<file path="config.mk">
export PLATFORM = sky130hd
export DESIGN_NAME = ovsc_top
export DESIGN_NICKNAME = d
export VERILOG_FILES = /design/src/ovsc_pkg.sv /design/src/ovsc_cmp_if.sv /design/src/ovsc_sync.sv /design/src/ovsc_top.sv
export SDC_FILE = /design/constraint.sdc
export NUM_CORES = 1
export LEC_CHECK = 0
export ABC_CLOCK_PERIOD_IN_PS = 1900
export BUFFER_PORTS_ARGS = -buffer_cell sky130_fd_sc_hd__buf_2
export CORE_ASPECT_RATIO = 2
export CORE_UTILIZATION = 40
export CTS_CLUSTER_DIAMETER = 100
export CTS_CLUSTER_SIZE = 40
export DETAILED_ROUTE_END_ITERATION = 16
export PLACE_DENSITY = 0.71
export RECOVER_POWER = 25
export SLEW_MARGIN = 10
export SYNTH_ARGS = -nofsm -noshare
export SYNTH_HDL_FRONTEND = slang
export SYNTH_SLANG_ARGS = --single-unit
</file>
<file path="constraint.sdc">
create_clock -name clk -period 1.9 [get_ports clk]
set_input_delay 0.285 -clock clk [delete_from_list [all_inputs] [get_ports clk]]
set_output_delay 0.285 -clock clk [all_outputs]
set_load 0.03 [all_outputs]
</file>
<file path="src/ovsc_pkg.sv">
// Package of constants and types for the OTG VBUS status and switch control block.
package ovsc_pkg;

    // ************************************************************
    // Register offsets
    // ************************************************************
    localparam logic [7:0] ADDR_IE_RISE = 8'h0D;
    localparam logic [7:0] ADDR_IE_FALL = 8'h10;
    localparam logic [7:0] ADDR_INT_STATUS = 8'h13;
    localparam logic [7:0] ADDR_INT_LATCH = 8'h14;
    localparam logic [7:0] ADDR_OTG_CTRL = 8'h0A;
    localparam logic [7:0] ADDR_IFC_CTRL = 8'h07;
    localparam logic [7:0] ADDR_IO_PWR = 8'h39;
    localparam logic [7:0] ADDR_CARKIT = 8'h19;
    localparam logic [7:0] ADDR_MODE = 8'h04;
    localparam logic [7:0] ADDR_RXCMD = 8'h3C;

    // ************************************************************
    // Field positions
    // ************************************************************
    localparam int BIT_VBUS_VALID = 1;
    localparam int BIT_SESS_VALID = 2;
    localparam int BIT_SESS_END = 3;
    localparam int BIT_PULLDOWN = 3;
    localparam int BIT_PULLUP = 4;
    localparam int BIT_USE_EXT = 5;
    localparam int BIT_PASS_THRU = 6;
    localparam int BIT_COMPLEMENT = 7;
    localparam int BIT_UART_MODE = 6;
    localparam int BIT_UART_REG_LO = 1;
    localparam int BIT_DP_PULLUP = 4;
    localparam int BIT_DM_PULLUP = 5;
    localparam int BIT_SPK_LEFT = 2;
    localparam int BIT_SPK_RIGHT = 3;
    localparam int BIT_MIC = 4;

    // ************************************************************
    // Reset values
    // ************************************************************
    localparam logic [7:0] RST_IE_RISE = 8'h1F;
    localparam logic [7:0] RST_IE_FALL = 8'h1F;
    localparam logic [7:0] RST_OTG_CTRL = 8'h06;
    localparam logic [7:0] RST_IFC_CTRL = 8'h00;
    localparam logic [7:0] RST_IO_PWR = 8'h00;
    localparam logic [7:0] RST_CARKIT = 8'h00;
    localparam logic [7:0] RST_MODE = 8'h41;

    // ************************************************************
    // Timing
    // ************************************************************
    localparam int SYNC_STAGES = 3;

    typedef enum logic [1:0] {
        OVSC_SRC_COMP = 2'b00,
        OVSC_SRC_ONE = 2'b01,
        OVSC_SRC_ZERO = 2'b10
    } ovsc_vsrc_t;

endpackage : ovsc_pkg

</file>
<file path="src/ovsc_cmp_if.sv">
// Interface carrying comparator states and edge events between modules.
`timescale 1ns/1ps
interface ovsc_cmp_if;
    logic [2:0] level;
    logic [2:0] rise;
    logic [2:0] fall;
    modport src (output level, output rise, output fall);
    modport dst (input level, input rise, input fall);
endinterface : ovsc_cmp_if

</file>
<file path="src/ovsc_sync.sv">
// Three-stage synchroniser with agreement filter and edge detection.
`timescale 1ns/1ps
module ovsc_sync #(
    parameter int WIDTH = 3
) (
    // Clock and reset
    input wire logic clk,
    input wire logic srst,
    // Raw inputs
    input wire logic [WIDTH-1:0] raw,
    // Filtered outputs
    ovsc_cmp_if.src cmp
);
    logic [WIDTH-1:0] s1_reg;
    logic [WIDTH-1:0] s2_reg;
    logic [WIDTH-1:0] s3_reg;
    logic [WIDTH-1:0] lvl_reg;
    logic [WIDTH-1:0] lvl_next;
    logic [WIDTH-1:0] agree;

    assign agree = ~(s2_reg ^ s3_reg);
    assign lvl_next = (agree & s3_reg) | (~agree & lvl_reg);

    always_ff @(posedge clk) begin
        if (srst) begin
            s1_reg <= '0;
            s2_reg <= '0;
            s3_reg <= '0;
            lvl_reg <= '0;
        end else begin
            s1_reg <= raw;
            s2_reg <= s1_reg;
            s3_reg <= s2_reg;
            lvl_reg <= lvl_next;
        end
    end

    assign cmp.level = lvl_reg;
    assign cmp.rise = lvl_next & ~lvl_reg;
    assign cmp.fall = ~lvl_next & lvl_reg;
endmodule : ovsc_sync

</file>
<file path="src/ovsc_top.sv">
// Control and status logic for VBUS comparators, pulsing resistors and cable switches.
`timescale 1ns/1ps

// Notes on behaviour
// - Session-end status goes 0 to 1 when VBUS drops under the end threshold.
// - Session-end enable clear in both edge registers disables it; status reads 0.
// - Session-valid enable clear only masks interrupts; live state stays readable.
// - VBUS-valid enable clear in both registers disables it; status bit 1 reads 0.
// - External VBUS-valid indicator input is treated as constant one.
// - Use-external 0, or pass-through and complement 0, selects internal comparator.
// - Use-external 1: pass-through alone gives 1, complement gives 0.
// - After reset the external indicator logic is off.
// - Discharge resistor follows OTG control bit 3.
// - Charge pull-up resistor follows OTG control bit 4.
// - In UART mode the regulator takes the UART level field.
// - In UART mode line state is not shown on data bits 0 and 1.
// - Weak pull-ups off in reset, then follow their enable bits.
// - Audio switch enables reset to disabled.
// - Reset pin low or core supply absent turns both audio switches on.
// - Otherwise DP follows left enable, DM follows right or microphone.
// - Single-ended receivers off while any audio switch is on.
// - Live states of enabled comparators are readable in the status register.
module ovsc_top (
    // Clock and reset
    input wire logic clk,
    input wire logic srst,
    // Register port
    input wire logic [7:0] reg_addr,
    input wire logic [7:0] reg_wdata,
    input wire logic reg_wr,
    input wire logic reg_rd,
    output logic [7:0] reg_rdata,
    // Comparators and pins
    input wire logic cmp_sess_end,
    input wire logic cmp_sess_valid,
    input wire logic cmp_vbus_valid,
    input wire logic reset_pin_low_active,
    input wire logic core_supply_1v8,
    input wire logic [1:0] line_state,
    // Analog controls
    output logic [2:0] cmp_enable,
    output logic vbus_pulldown_ctl,
    output logic vbus_pullup_ctl,
    output logic [1:0] regulator_level,
    output logic [1:0] data_low_out,
    output logic dp_weak_pullup_en,
    output logic dm_weak_pullup_en,
    output logic dp_audio_switch,
    output logic dm_audio_switch,
    output logic se_receiver_en,
    // Receive command status
    output logic rx_vbus_valid,
    output logic rx_event
);

    // ************************************************************
    // Registers
    // ************************************************************
    logic [7:0] ie_rise_reg;
    logic [7:0] ie_fall_reg;
    logic [7:0] latch_reg;
    logic [7:0] latch_next;
    logic [7:0] otg_reg;
    logic [7:0] ifc_reg;
    logic [7:0] io_reg;
    logic [7:0] carkit_reg;
    logic [7:0] mode_reg;
    logic [7:0] rdata_next;
    logic [2:0] rst_sync_reg;
    logic rst_pin_reg;
    logic [2:0] sup_sync_reg;
    logic sup_reg;
    logic [2:0] ev_mask;
    logic [2:0] cmp_en;
    logic [2:0] live;
    logic [7:0] status;
    logic [7:0] ev_bits;
    logic ext_vbus_ind;
    logic vbus_sel;
    logic uart_on;
    logic audio_force;
    logic dp_sw;
    logic dm_sw;
    logic [1:0] reg_lvl;
    ovsc_pkg::ovsc_vsrc_t vsrc;

    logic [2:0] rise_en;
    logic [2:0] fall_en;
    logic hit_ie_rise;
    logic hit_ie_fall;
    logic hit_otg;
    logic hit_ifc;
    logic hit_io;
    logic hit_carkit;
    logic hit_mode;
    logic clr_latch;
    logic rst_agree;
    logic sup_agree;
    logic [7:0] rxcmd_view;
    logic [7:0] reg_rdata_next;
    logic [1:0] pulse_next;
    logic [1:0] data_low_next;
    logic dp_weak_next;
    logic dm_weak_next;
    logic se_next;
    logic rx_event_next;

    // ************************************************************
    // Comparator synchroniser
    // ************************************************************
    ovsc_cmp_if cmp_bus ();

    // Comparator order in the vector: 0 vbus valid, 1 session valid, 2 session end.
    ovsc_sync #(
        .WIDTH(3)
    ) u_sync (
        .clk(clk),
        .srst(srst),
        .raw({cmp_sess_end, cmp_sess_valid, cmp_vbus_valid}),
        .cmp(cmp_bus.src)
    );

    function automatic logic wr_hit(input logic [7:0] a, input logic [7:0] off);
        wr_hit = (a == off);
    endfunction : wr_hit

    // Bit position of each comparator in the enable and status registers.
    function automatic int cmp_pos(input int idx);
        case (idx)
            0: cmp_pos = ovsc_pkg::BIT_VBUS_VALID;
            1: cmp_pos = ovsc_pkg::BIT_SESS_VALID;
            default: cmp_pos = ovsc_pkg::BIT_SESS_END;
        endcase
    endfunction : cmp_pos

    // ************************************************************
    // Write decode
    // ************************************************************
    assign hit_ie_rise = reg_wr && wr_hit(reg_addr, ovsc_pkg::ADDR_IE_RISE);
    assign hit_ie_fall = reg_wr && wr_hit(reg_addr, ovsc_pkg::ADDR_IE_FALL);
    assign hit_otg = reg_wr && wr_hit(reg_addr, ovsc_pkg::ADDR_OTG_CTRL);
    assign hit_ifc = reg_wr && wr_hit(reg_addr, ovsc_pkg::ADDR_IFC_CTRL);
    assign hit_io = reg_wr && wr_hit(reg_addr, ovsc_pkg::ADDR_IO_PWR);
    assign hit_carkit = reg_wr && wr_hit(reg_addr, ovsc_pkg::ADDR_CARKIT);
    assign hit_mode = reg_wr && wr_hit(reg_addr, ovsc_pkg::ADDR_MODE);
    assign clr_latch = reg_rd && wr_hit(reg_addr, ovsc_pkg::ADDR_INT_LATCH);

    // ************************************************************
    // Comparator enables and status
    // ************************************************************
    assign cmp_en[0] = ie_rise_reg[ovsc_pkg::BIT_VBUS_VALID]
        | ie_fall_reg[ovsc_pkg::BIT_VBUS_VALID];
    assign cmp_en[1] = 1'b1;
    assign cmp_en[2] = ie_rise_reg[ovsc_pkg::BIT_SESS_END]
        | ie_fall_reg[ovsc_pkg::BIT_SESS_END];
    assign live = cmp_bus.level & cmp_en;

    // ************************************************************
    // Edge events
    // ************************************************************
    for (genvar g = 0; g < 3; g++) begin : g_edge
        assign rise_en[g] = ie_rise_reg[cmp_pos(g)];
        assign fall_en[g] = ie_fall_reg[cmp_pos(g)];
        assign ev_mask[g] = (cmp_bus.rise[g] & rise_en[g])
            | (cmp_bus.fall[g] & fall_en[g]);
    end

    always_comb begin
        status = 8'h00;
        ev_bits = 8'h00;
        for (int i = 0; i < 3; i++) begin
            status[cmp_pos(i)] = live[i];
            ev_bits[cmp_pos(i)] = ev_mask[i];
        end
    end
    // Read clears the latch, but an event in the same cycle survives.
    assign latch_next = (clr_latch ? 8'h00 : latch_reg) | ev_bits;

    // ************************************************************
    // VBUS-valid source selection
    // ************************************************************
    assign ext_vbus_ind = 1'b1;
    always_comb begin
        vsrc = ovsc_pkg::OVSC_SRC_COMP;
        if (ifc_reg[ovsc_pkg::BIT_USE_EXT]) begin
            if (ifc_reg[ovsc_pkg::BIT_COMPLEMENT]) begin
                vsrc = ovsc_pkg::OVSC_SRC_ZERO;
            end else if (otg_reg[ovsc_pkg::BIT_PASS_THRU]) begin
                vsrc = ovsc_pkg::OVSC_SRC_ONE;
            end
        end
    end
    always_comb begin
        case (vsrc)
            ovsc_pkg::OVSC_SRC_COMP: vbus_sel = live[0];
            ovsc_pkg::OVSC_SRC_ONE: vbus_sel = ext_vbus_ind;
            ovsc_pkg::OVSC_SRC_ZERO: vbus_sel = 1'b0;
            default: vbus_sel = live[0];
        endcase
    end
    assign rxcmd_view = {6'h00, vbus_sel, 1'b0};

    // ************************************************************
    // UART, pull-ups and audio switches
    // ************************************************************
    assign uart_on = mode_reg[ovsc_pkg::BIT_UART_MODE];
    assign reg_lvl = uart_on ? io_reg[ovsc_pkg::BIT_UART_REG_LO +: 2] : 2'b00;
    assign audio_force = ~rst_pin_reg | ~sup_reg;
    assign dp_sw = audio_force | carkit_reg[ovsc_pkg::BIT_SPK_LEFT];
    assign dm_sw = audio_force | carkit_reg[ovsc_pkg::BIT_SPK_RIGHT]
        | carkit_reg[ovsc_pkg::BIT_MIC];

    // ************************************************************
    // Read decode
    // ************************************************************
    always_comb begin
        case (reg_addr)
            ovsc_pkg::ADDR_IE_RISE: rdata_next = ie_rise_reg;
            ovsc_pkg::ADDR_IE_FALL: rdata_next = ie_fall_reg;
            ovsc_pkg::ADDR_INT_STATUS: rdata_next = status;
            ovsc_pkg::ADDR_INT_LATCH: rdata_next = latch_reg;
            ovsc_pkg::ADDR_OTG_CTRL: rdata_next = otg_reg;
            ovsc_pkg::ADDR_IFC_CTRL: rdata_next = ifc_reg;
            ovsc_pkg::ADDR_IO_PWR: rdata_next = io_reg;
            ovsc_pkg::ADDR_CARKIT: rdata_next = carkit_reg;
            ovsc_pkg::ADDR_MODE: rdata_next = mode_reg;
            ovsc_pkg::ADDR_RXCMD: rdata_next = rxcmd_view;
            default: rdata_next = 8'h00;
        endcase
    end

    // ************************************************************
    // Pin synchronisers
    // ************************************************************
    assign rst_agree = (rst_sync_reg[1] == rst_sync_reg[2]);
    assign sup_agree = (sup_sync_reg[1] == sup_sync_reg[2]);
    always_ff @(posedge clk) begin
        if (srst) begin
            rst_sync_reg <= 3'h0;
            sup_sync_reg <= 3'h0;
            rst_pin_reg <= 1'b0;
            sup_reg <= 1'b0;
        end else begin
            rst_sync_reg <= {rst_sync_reg[1:0], reset_pin_low_active};
            sup_sync_reg <= {sup_sync_reg[1:0], core_supply_1v8};
            if (rst_agree) begin
                rst_pin_reg <= rst_sync_reg[2];
            end
            if (sup_agree) begin
                sup_reg <= sup_sync_reg[2];
            end
        end
    end

    // ************************************************************
    // Register writes
    // ************************************************************
    always_ff @(posedge clk) begin
        if (srst) begin
            ie_rise_reg <= ovsc_pkg::RST_IE_RISE;
            ie_fall_reg <= ovsc_pkg::RST_IE_FALL;
            otg_reg <= ovsc_pkg::RST_OTG_CTRL;
            ifc_reg <= ovsc_pkg::RST_IFC_CTRL;
            io_reg <= ovsc_pkg::RST_IO_PWR;
            carkit_reg <= ovsc_pkg::RST_CARKIT;
            mode_reg <= ovsc_pkg::RST_MODE;
            latch_reg <= 8'h00;
        end else begin
            latch_reg <= latch_next;
            if (reg_wr) begin
                if (hit_ie_rise) begin
                    ie_rise_reg <= reg_wdata;
                end
                if (hit_ie_fall) begin
                    ie_fall_reg <= reg_wdata;
                end
                if (hit_otg) begin
                    otg_reg <= reg_wdata;
                end
                if (hit_ifc) begin
                    ifc_reg <= reg_wdata;
                end
                if (hit_io) begin
                    io_reg <= reg_wdata;
                end
                if (hit_carkit) begin
                    carkit_reg <= reg_wdata;
                end
                if (hit_mode) begin
                    mode_reg <= reg_wdata;
                end
            end
        end
    end

    // ************************************************************
    // Output next values
    // ************************************************************
    assign reg_rdata_next = reg_rd ? rdata_next : 8'h00;
    assign pulse_next = {otg_reg[ovsc_pkg::BIT_PULLUP],
        otg_reg[ovsc_pkg::BIT_PULLDOWN]};
    assign data_low_next = uart_on ? 2'b00 : line_state;
    assign dp_weak_next = rst_pin_reg & io_reg[ovsc_pkg::BIT_DP_PULLUP];
    assign dm_weak_next = rst_pin_reg & io_reg[ovsc_pkg::BIT_DM_PULLUP];
    assign se_next = ~(dp_sw | dm_sw);
    assign rx_event_next = |ev_mask;

    // ************************************************************
    // Registered outputs
    // ************************************************************
    always_ff @(posedge clk) begin
        if (srst) begin
            reg_rdata <= 8'h00;
            cmp_enable <= 3'h0;
            vbus_pulldown_ctl <= 1'b0;
            vbus_pullup_ctl <= 1'b0;
            regulator_level <= 2'b00;
            data_low_out <= 2'b00;
            dp_weak_pullup_en <= 1'b0;
            dm_weak_pullup_en <= 1'b0;
            dp_audio_switch <= 1'b1;
            dm_audio_switch <= 1'b1;
            se_receiver_en <= 1'b0;
            rx_vbus_valid <= 1'b0;
            rx_event <= 1'b0;
        end else begin
            reg_rdata <= reg_rdata_next;
            cmp_enable <= cmp_en;
            vbus_pulldown_ctl <= pulse_next[0];
            vbus_pullup_ctl <= pulse_next[1];
            regulator_level <= reg_lvl;
            data_low_out <= data_low_next;
            dp_weak_pullup_en <= dp_weak_next;
            dm_weak_pullup_en <= dm_weak_next;
            dp_audio_switch <= dp_sw;
            dm_audio_switch <= dm_sw;
            se_receiver_en <= se_next;
            rx_vbus_valid <= vbus_sel;
            rx_event <= rx_event_next;
        end
    end

endmodule : ovsc_top

</file>
Word level (Yosys, flattened, before mapping)
Index checks and enable logic that the tools add are counted.
W data, S select, Z words.
- input port bits: 27
- output and inout port bits: 24
- register bits: 108
- bitwise operators: 35
- equal/unequal tests: 14
- muxes and demuxes: 7
- reduce and logical (&&, ||, !) cells: 19
- operators by type and width (cell ; count):
    $pmux W8 S10 ; 1
    $eq A8 B5 Y1 const B ; 4
    $eq A8 B3 Y1 const B ; 2
    $eq A8 B4 Y1 const B ; 2
    $eq A8 B6 Y1 const B ; 2
    $and A3 B3 Y3 ; 5
    $reduce_and A2 Y1 ; 7
    $not A3 Y3 ; 4
    $or A1 B1 Y1 ; 10
    $and A1 B1 Y1 ; 8
    $logic_and A1 B1 Y1 ; 8
    $mux W8 ; 1
    $or A8 B4 Y8 ; 1
    $mux W2 ; 3
    $reduce_or A2 Y1 ; 3
    $not A1 Y1 ; 5
    $or A3 B3 Y3 ; 1
    $reduce_or A3 Y1 ; 1
    $xor A3 B3 Y3 ; 1
    $eq A1 B1 Y1 ; 2
    $eq A2 B1 Y1 const B ; 1
    $eq A2 B2 Y1 const B ; 1
    $pmux W1 S2 ; 1
    $mux W1 ; 1

Logic depth before layout (Yosys ltp)
Gate-level depths: netlist of the first run.
- depth after elaboration: 10
- mapped depth: 7
- depth with buffers taken out: 7

By module
From an unflattened synthesis of the first run, not the netlist that was laid out.
- cell total of the unflattened synthesis: 447
- area, all modules: 4195.3 um2
- modules (own cells, without submodules) (module ; area each (um2) ; instances ; cells each ; seq. area each (um2)):
    ovsc_top ; 3793.6 ; 1 ; 407 ; 1821.7
    ovsc_sync ; 401.6 ; 1 ; 40 ; 240.2

Least setup slack after synthesis of the first run
No wires, ideal clock.
- kind: input-to-reg
- start: input port reg_addr[5]
- end: register carkit_reg[0]
- data arrival time: 1.429 ns
- library setup time: 0.128 ns
- required time: 1.772 ns
- buffers on the path: 1
- slack: 0.344 ns
- stages on the path: 6
- cell sequence: or3_4 nor2_4 and3_1 buf_6 mux2i_1 nor2_1
- word-level cells in the longest chain between the ends: 3
- RTL lines (what ; line ; RTL):
    start, declared ; ovsc_top.sv:28 ; input wire logic [7:0] reg_addr,
    $eq A8 B5 Y1 ; ovsc_top.sv:124 ; wr_hit = (a == off);
    $logic_and A1 B1 Y1 ; ovsc_top.sv:144 ; assign hit_carkit = reg_wr && wr_hit(reg_addr, ovsc_pkg::ADDR_CARKIT);
    $reduce_and A2 Y1 (no source line) ; - ;
    end signal, assigned ; ovsc_top.sv:265 ; carkit_reg <= ovsc_pkg::RST_CARKIT;
    end signal, assigned ; ovsc_top.sv:287 ; carkit_reg <= reg_wdata;
    end, declared ; ovsc_top.sv:66 ; logic [7:0] carkit_reg;
No other way between the ends.
A chain may end at the register's enable or synchronous reset.

Worst setup path in the final report of the first run
- start: input port reg_addr[1]
- end: register reg_rdata[2]
- word-level cells in the longest chain between the ends: 2
- RTL lines (what ; line ; RTL):
    $eq A8 B6 Y1, or another cell as far along ; ovsc_top.sv:217 ; case (reg_addr)
    $pmux W8 S10 (*) ; ovsc_top.sv:217 ;
    end signal, assigned ; ovsc_top.sv:327 ; reg_rdata <= reg_rdata_next;
    end, declared ; ovsc_top.sv:32 ; output logic [7:0] reg_rdata,
Mark *: on every way between the ends. The rest lies on a longest branch, timed or not.

==> flow_metrics.py, run 1 <==
metrics = {
    "outcome": {
        "outcome": "finished, final reports clean",
    },
    "drt": {
        "dr.pass1.iters": 4,
        "wirelength_um": 11700,
        "avgViaCountPerCell": 5.32,
        "vias": 3436,
        "drt.antenna.violating_nets": 0,
        "drc": 0,
        "drt_iter0_drc": 208,
        "avgRoutedWirePerCell_um": 18.1,
    },
    "clocking": {
        "cts_buffer_depth": 2,
        "cts.sinks": 103,
        "postCtsHoldBufs": 0,
        "cts_tree": "done",
        "root_buffer": "clkbuf_16",
        "cts-buffers-inserted": 9,
        "clk_pin_slew_worst_paths_ns": 0.07,
        "clock_latency_ns": 0.36,
        "post_cts_buffers": 0,
        "cts_max_level": 3,
        "postCtsResizedCells": 0,
    },
    "floorplanning": {
        "ioPinCount": 51,
        "dieHeight_um": 146,
        "core_area_mm2": 0.0101,
        "die_area_mm2": 0.0108,
        "row_count": 52,
        "start_util_pct": 41.0,
        "die-width_um": 73.9,
    },
    "power": {
        "vdd_drop_max_uv": 582,
        "power_density_mw_per_mm2": 848,
        "p_leak_uw": 0.00220,
    },
    "sta": {
        "min_period_ns": 1.63,
        "worst_slew_pin_slew_ns": 1.11,
        "fin_tns_setup_ns": 0,
        "fmaxAchievable_mhz": 612,
        "maxSlewHeadroom_pct": 25.7,
        "final.setup.worst_slack_ns": 0.266,
        "final_max_slew_viol_count": 0,
        "hold_violations": 0,
        "fin_crit_sh_pct": 86.0,
        "skew_ns": 0.00949,
        "rsz0062_at_grt": "false",
        "setup_viol_count_final": 0,
    },
    "placement": {
        "place.gp.congestion": 0.941,
        "dp_hpwl_um": 8790,
        "preCtsSetupSlack_ns": -0.0418,
        "portBuffers": 50,
    },
    "setup_path": {
        "arrival_ns": 1.91,
        "reg2regPathDepth": 6,
        "r2r_slack_ns": 0.28,
        "cp.required_ns": 2.17,
        "worstReg2RegStart": "ifc_reg[7]",
        "crit_path_end_kind": "flip-flop",
        "critPathMaxFanout": 8,
        "critPathLaunchType": "input port",
        "r2r_end": "reg_rdata[1]",
        "path_class": "input port to flip-flop",
    },
    "min_path": {
        "hold_start": "core_supply_1v8",
        "worstHoldEndpoint": "sup_sync_reg[0]",
        "holdPathStages": 2,
        "hold_class": "input port to flip-flop",
    },
    "grt": {
        "grt_max_degree": 49,
        "overflow": 0,
        "grt_pass1_vias": 3485,
        "grt_pass1_wl_um": 18300,
        "antenna_found_initial": 0,
        "grt_usage_pct": 23.3,
    },
    "synth": {
        "syn_nets": 452,
        "synthArstFlopShare_pct": 0,
        "synth_area_leaders": "dfxtp_1 (50%), mux2i_1 (14%), nor2_1 (5.4%)",
        "yosysMostFrequentCell": "dfxtp_1",
        "synth-edff-count": 0,
        "yosysTopAreaCellShare_pct": 49.9,
        "ys_warn_count": 0,
        "yosys_register_bits": 103,
        "synth_flop_cell": "dfxtp_1",
        "ys_types": 51,
        "synth.cell_area_mm2": 0.00414,
        "synth_common_cells": "dfxtp_1 (103), nor2_1 (60), mux2i_1 (56)",
        "seq_area_frac_synth_pct": 49.9,
        "synth_top_area_cell": "dfxtp_1",
        "synthCells": 424,
        "synth_area_per_cell_um2": 9.75,
    },
    "cells_and_area": {
        "filler_cell_count": 965,
        "nets": 534,
        "syn2layout_area_growth_pct": 23.5,
        "seq_area_mm2": 0.00206,
        "antenna_cells": 0,
        "drive_above_1_share_pct": 22.9,
        "multi_input_area_mm2": 0.00195,
    },
    "job": {
        "drv_cap": 0,
    },
}
[worst max-delay path, cell delays in order]
cell and delay, ns:
buf_2 0.15, buf_4 0.17, nor3b_1 0.58, a32oi_1 0.11
nor3_1 0.34, a311oi_1 0.10, a21boi_0 0.17
[layer usage]
layer	vias to the layer above	share of wire (%)	track usage [%]	routed length [µm]
met5	-	0	0	0
met4	0	5.1	16.1	595
met3	29	3.4	3.46	396
met2	84	55	41.1	6430
met1	1666	37	24.2	4280
li1	1657	-	-	-
[how the worst max path moves through the flow]
stage,startpoint,end
6_report,reg_addr[1],reg_rdata[2]
2_1_floorplan,reg_addr[5],carkit_reg[0]
3_3_place_gp,reg_addr[3],reg_rdata[0]
3_5_place_dp,reg_addr[2],io_reg[0]
5_1_grt,reg_addr[4],io_reg[5]
4_1_cts,ifc_reg[7],reg_rdata[1]
[metrics by stage]
step           area (µm²)  instances  hold slack [ns]  power, µW  utilization, %
6_report             5110        646            0.138       4330            50.6
5_1_grt              5110        646            0.142       4480            50.6
4_1_cts              5120        646            0.133       4360            50.8
3_5_place_dp         4810        630            0.426       2490            47.7
3_3_place_gp         4810        630            0.416       2490            47.7
2_1_floorplan        4140        424            0.403       2350               -
[layout by cell type (no fill, tap or decap), drive strengths merged, types with 2 or more instances in the layout]
cell    count
a21boi      2
a21oi      10
a222oi      5
a22oi      13
a31oi       6
a32oi       3
and2        3
and3       10
buf        89
clkbuf     14
clkinv      4
dfxtp     103
inv         5
mux2i      56
nand2      33
nand2b      4
nand3       9
nand3b      4
nor2       62
nor2b      22
nor3        6
nor3b       7
nor4        2
o21a        5
o21ai      14
o31ai       2
[cell type report]
| type | instances | share of cell area, % |
|---|---|---|
| sequential | 103 | 40.4 |
| timing repair buffer | 93 | 11.7 |
| tap | 135 | 3.31 |
| inverter | 5 | 0.367 |
| multi-input combinational | 294 | 38.2 |
| clock inverter | 6 | 1.57 |
| clock buffer | 10 | 4.48 |
[power breakdown]
group          switching [µW]  internal, µW
clock                     852          1040
combinational             160          93.4
sequential               8.32          2180
[logic make-up (layout without fill, tap and decap cells)]
family          count (synthesis)  after routing  share of synthesized area [%]
flops                         103            103                           49.9
xor+xnor                        1              1                          0.212
compound gates                 68             68                           11.4
simple gates                  167            167                           21.4
fa+ha+maj                       1              1                          0.303
buf+inv                        27            114                           3.00
mux                            57             57                           13.8
Note: power is estimated with default switching activity, not from simulation.
==> inputs of run 2 (changes only) <==
Settings changed: MAX_ROUTING_LAYER set to met4.
==> flow_metrics.py, run 2 (synthesis gave the netlist of run 1 again) <==
metrics = {
    "outcome": {
        "outcome": "finished, final reports clean",
    },
    "clocking": {
        "postCtsHoldBufs": 0,
        "cts_tree": "done",
        "root_buffer": "clkbuf_16",
        "clk_pin_slew_worst_paths_ns": 0.07,
        "cts-buffers-inserted": 9,
        "cts_buffer_depth": 2,
        "cts_max_level": 3,
        "cts.sinks": 103,
        "postCtsResizedCells": 0,
        "clock_latency_ns": 0.35,
        "post_cts_buffers": 0,
    },
    "floorplanning": {
        "start_util_pct": 41.0,
        "die-width_um": 73.9,
        "ioPinCount": 51,
        "core_area_mm2": 0.0101,
        "dieHeight_um": 146,
        "die_area_mm2": 0.0108,
        "row_count": 52,
    },
    "cells_and_area": {
        "nets": 533,
        "layout_common_cells": "dfxtp_1 (103), nor2_1 (60), mux2i_1 (56)",
        "final_common_cell": "dfxtp_1",
        "syn2layout_area_growth_pct": 22.7,
        "antenna_cells": 0,
        "post-route-util_pct": 50.3,
        "drive_above_1_share_pct": 23.1,
    },
    "setup_path": {
        "path_depth": 6,
        "path_buf_inv": 1,
        "slowest_stage": "and3_1",
        "critPathLaunchType": "input port",
        "slowest_delay_ns": 0.42,
        "arrival_ns": 1.80,
        "critPathMaxFanout": 9,
        "cp.required_ns": 2.08,
        "critPathTopFamily": "simple AND/OR/NAND/NOR gates",
        "r2r_slack_ns": 0.36,
        "reg2regPathDepth": 6,
        "path_cells": "buf_2, nor2b_1, and3_1, nand3_2, mux2i_1, nor2_1",
        "path_class": "input port to flip-flop",
        "crit_path_end_kind": "flip-flop",
    },
    "drt": {
        "wirelength_um": 11900,
        "vias": 3450,
        "drt.antenna.violating_nets": 0,
        "drt_iter0_drc": 272,
        "dr.pass1.iters": 7,
        "avgRoutedWirePerCell_um": 18.4,
        "drc": 0,
        "avgViaCountPerCell": 5.35,
    },
    "sta": {
        "worst_slew_pin_slew_ns": 1.18,
        "final.setup.worst_slack_ns": 0.282,
        "fmaxAchievable_mhz": 618,
        "hold_violations": 0,
        "maxSlewHeadroom_pct": 21.3,
        "setup_viol_count_final": 0,
        "fin_crit_sh_pct": 85.1,
        "final_max_slew_viol_count": 0,
        "skew_ns": 0.0101,
        "hold_slack_ns": 0.141,
        "rsz0062_at_grt": "false",
        "min_period_ns": 1.62,
    },
    "grt": {
        "overflow": 0,
        "grt_pass1_wl_um": 18700,
        "grt_pass1_vias": 3591,
        "antenna_found_initial": 0,
        "grt_usage_pct": 24.4,
        "grt_max_degree": 66,
    },
    "job": {
        "drv_cap": 0,
    },
    "power": {
        "p_total_uw": 4240,
        "vdd_drop_max_uv": 474,
        "p_leak_uw": 0.00219,
        "power_density_mw_per_mm2": 835,
    },
    "placement": {
        "portBuffers": 50,
        "preCtsSetupSlack_ns": -0.0657,
        "place.gp.congestion": 0.928,
        "dp_hpwl_um": 8840,
    },
    "min_path": {
        "holdPathStages": 2,
        "hold_class": "input port to flip-flop",
    },
}
run 2: cell count changes in the layout (fill, tap and decap cells not counted), sizes merged:
cell      change
bufinv        -1
clkinvlp      +1
clkbuf        -3
buf           +1
clkinv        -1
inv           +2
run 2: per-stage QoR:
step           instances  setup TNS [ns]  area (µm²)
4_1_cts              645               0        5080
6_report             645               0        5070
3_3_place_gp         629          -0.596        4790
5_1_grt              645               0        5070
3_5_place_dp         629          -0.472        4790
2_1_floorplan        424               0        4140
run 2: layout make-up:
class	count	area (µm²)
multi-input cells	294	1950
inverters	5	18.8
flip-flops and latches	103	2060
clock inverters	7	65.1
fillers	963	5010
clock buffers	9	225
well taps	135	169
repair buffers	92	583
run 2: routing by layer:
layer	vias to the layer above	GRT usage [%]	part of all wire (%)
met5	-	-	0
met2	97	42.8	56
met4	0	15.4	5.5
met3	38	3.88	4.0
li1	1648	-	-
met1	1667	23.9	35
run 2: worst paths after layout:
check | startpoint | to
max | reg_addr[2] | io_reg[1]
min | core_supply_1v8 | sup_sync_reg[0]
max reg2reg | ifc_reg[7] | reg_rdata[1]
min reg2reg | u_sync.s1_reg[1] | u_sync.s2_reg[1]
run 2: power by group:
part	total [µW]	switching (µW)	internal, µW
sequential	2180	8.35	2180
combinational	253	159	93.6
clock	1800	884	917
total	4240	1050	3190
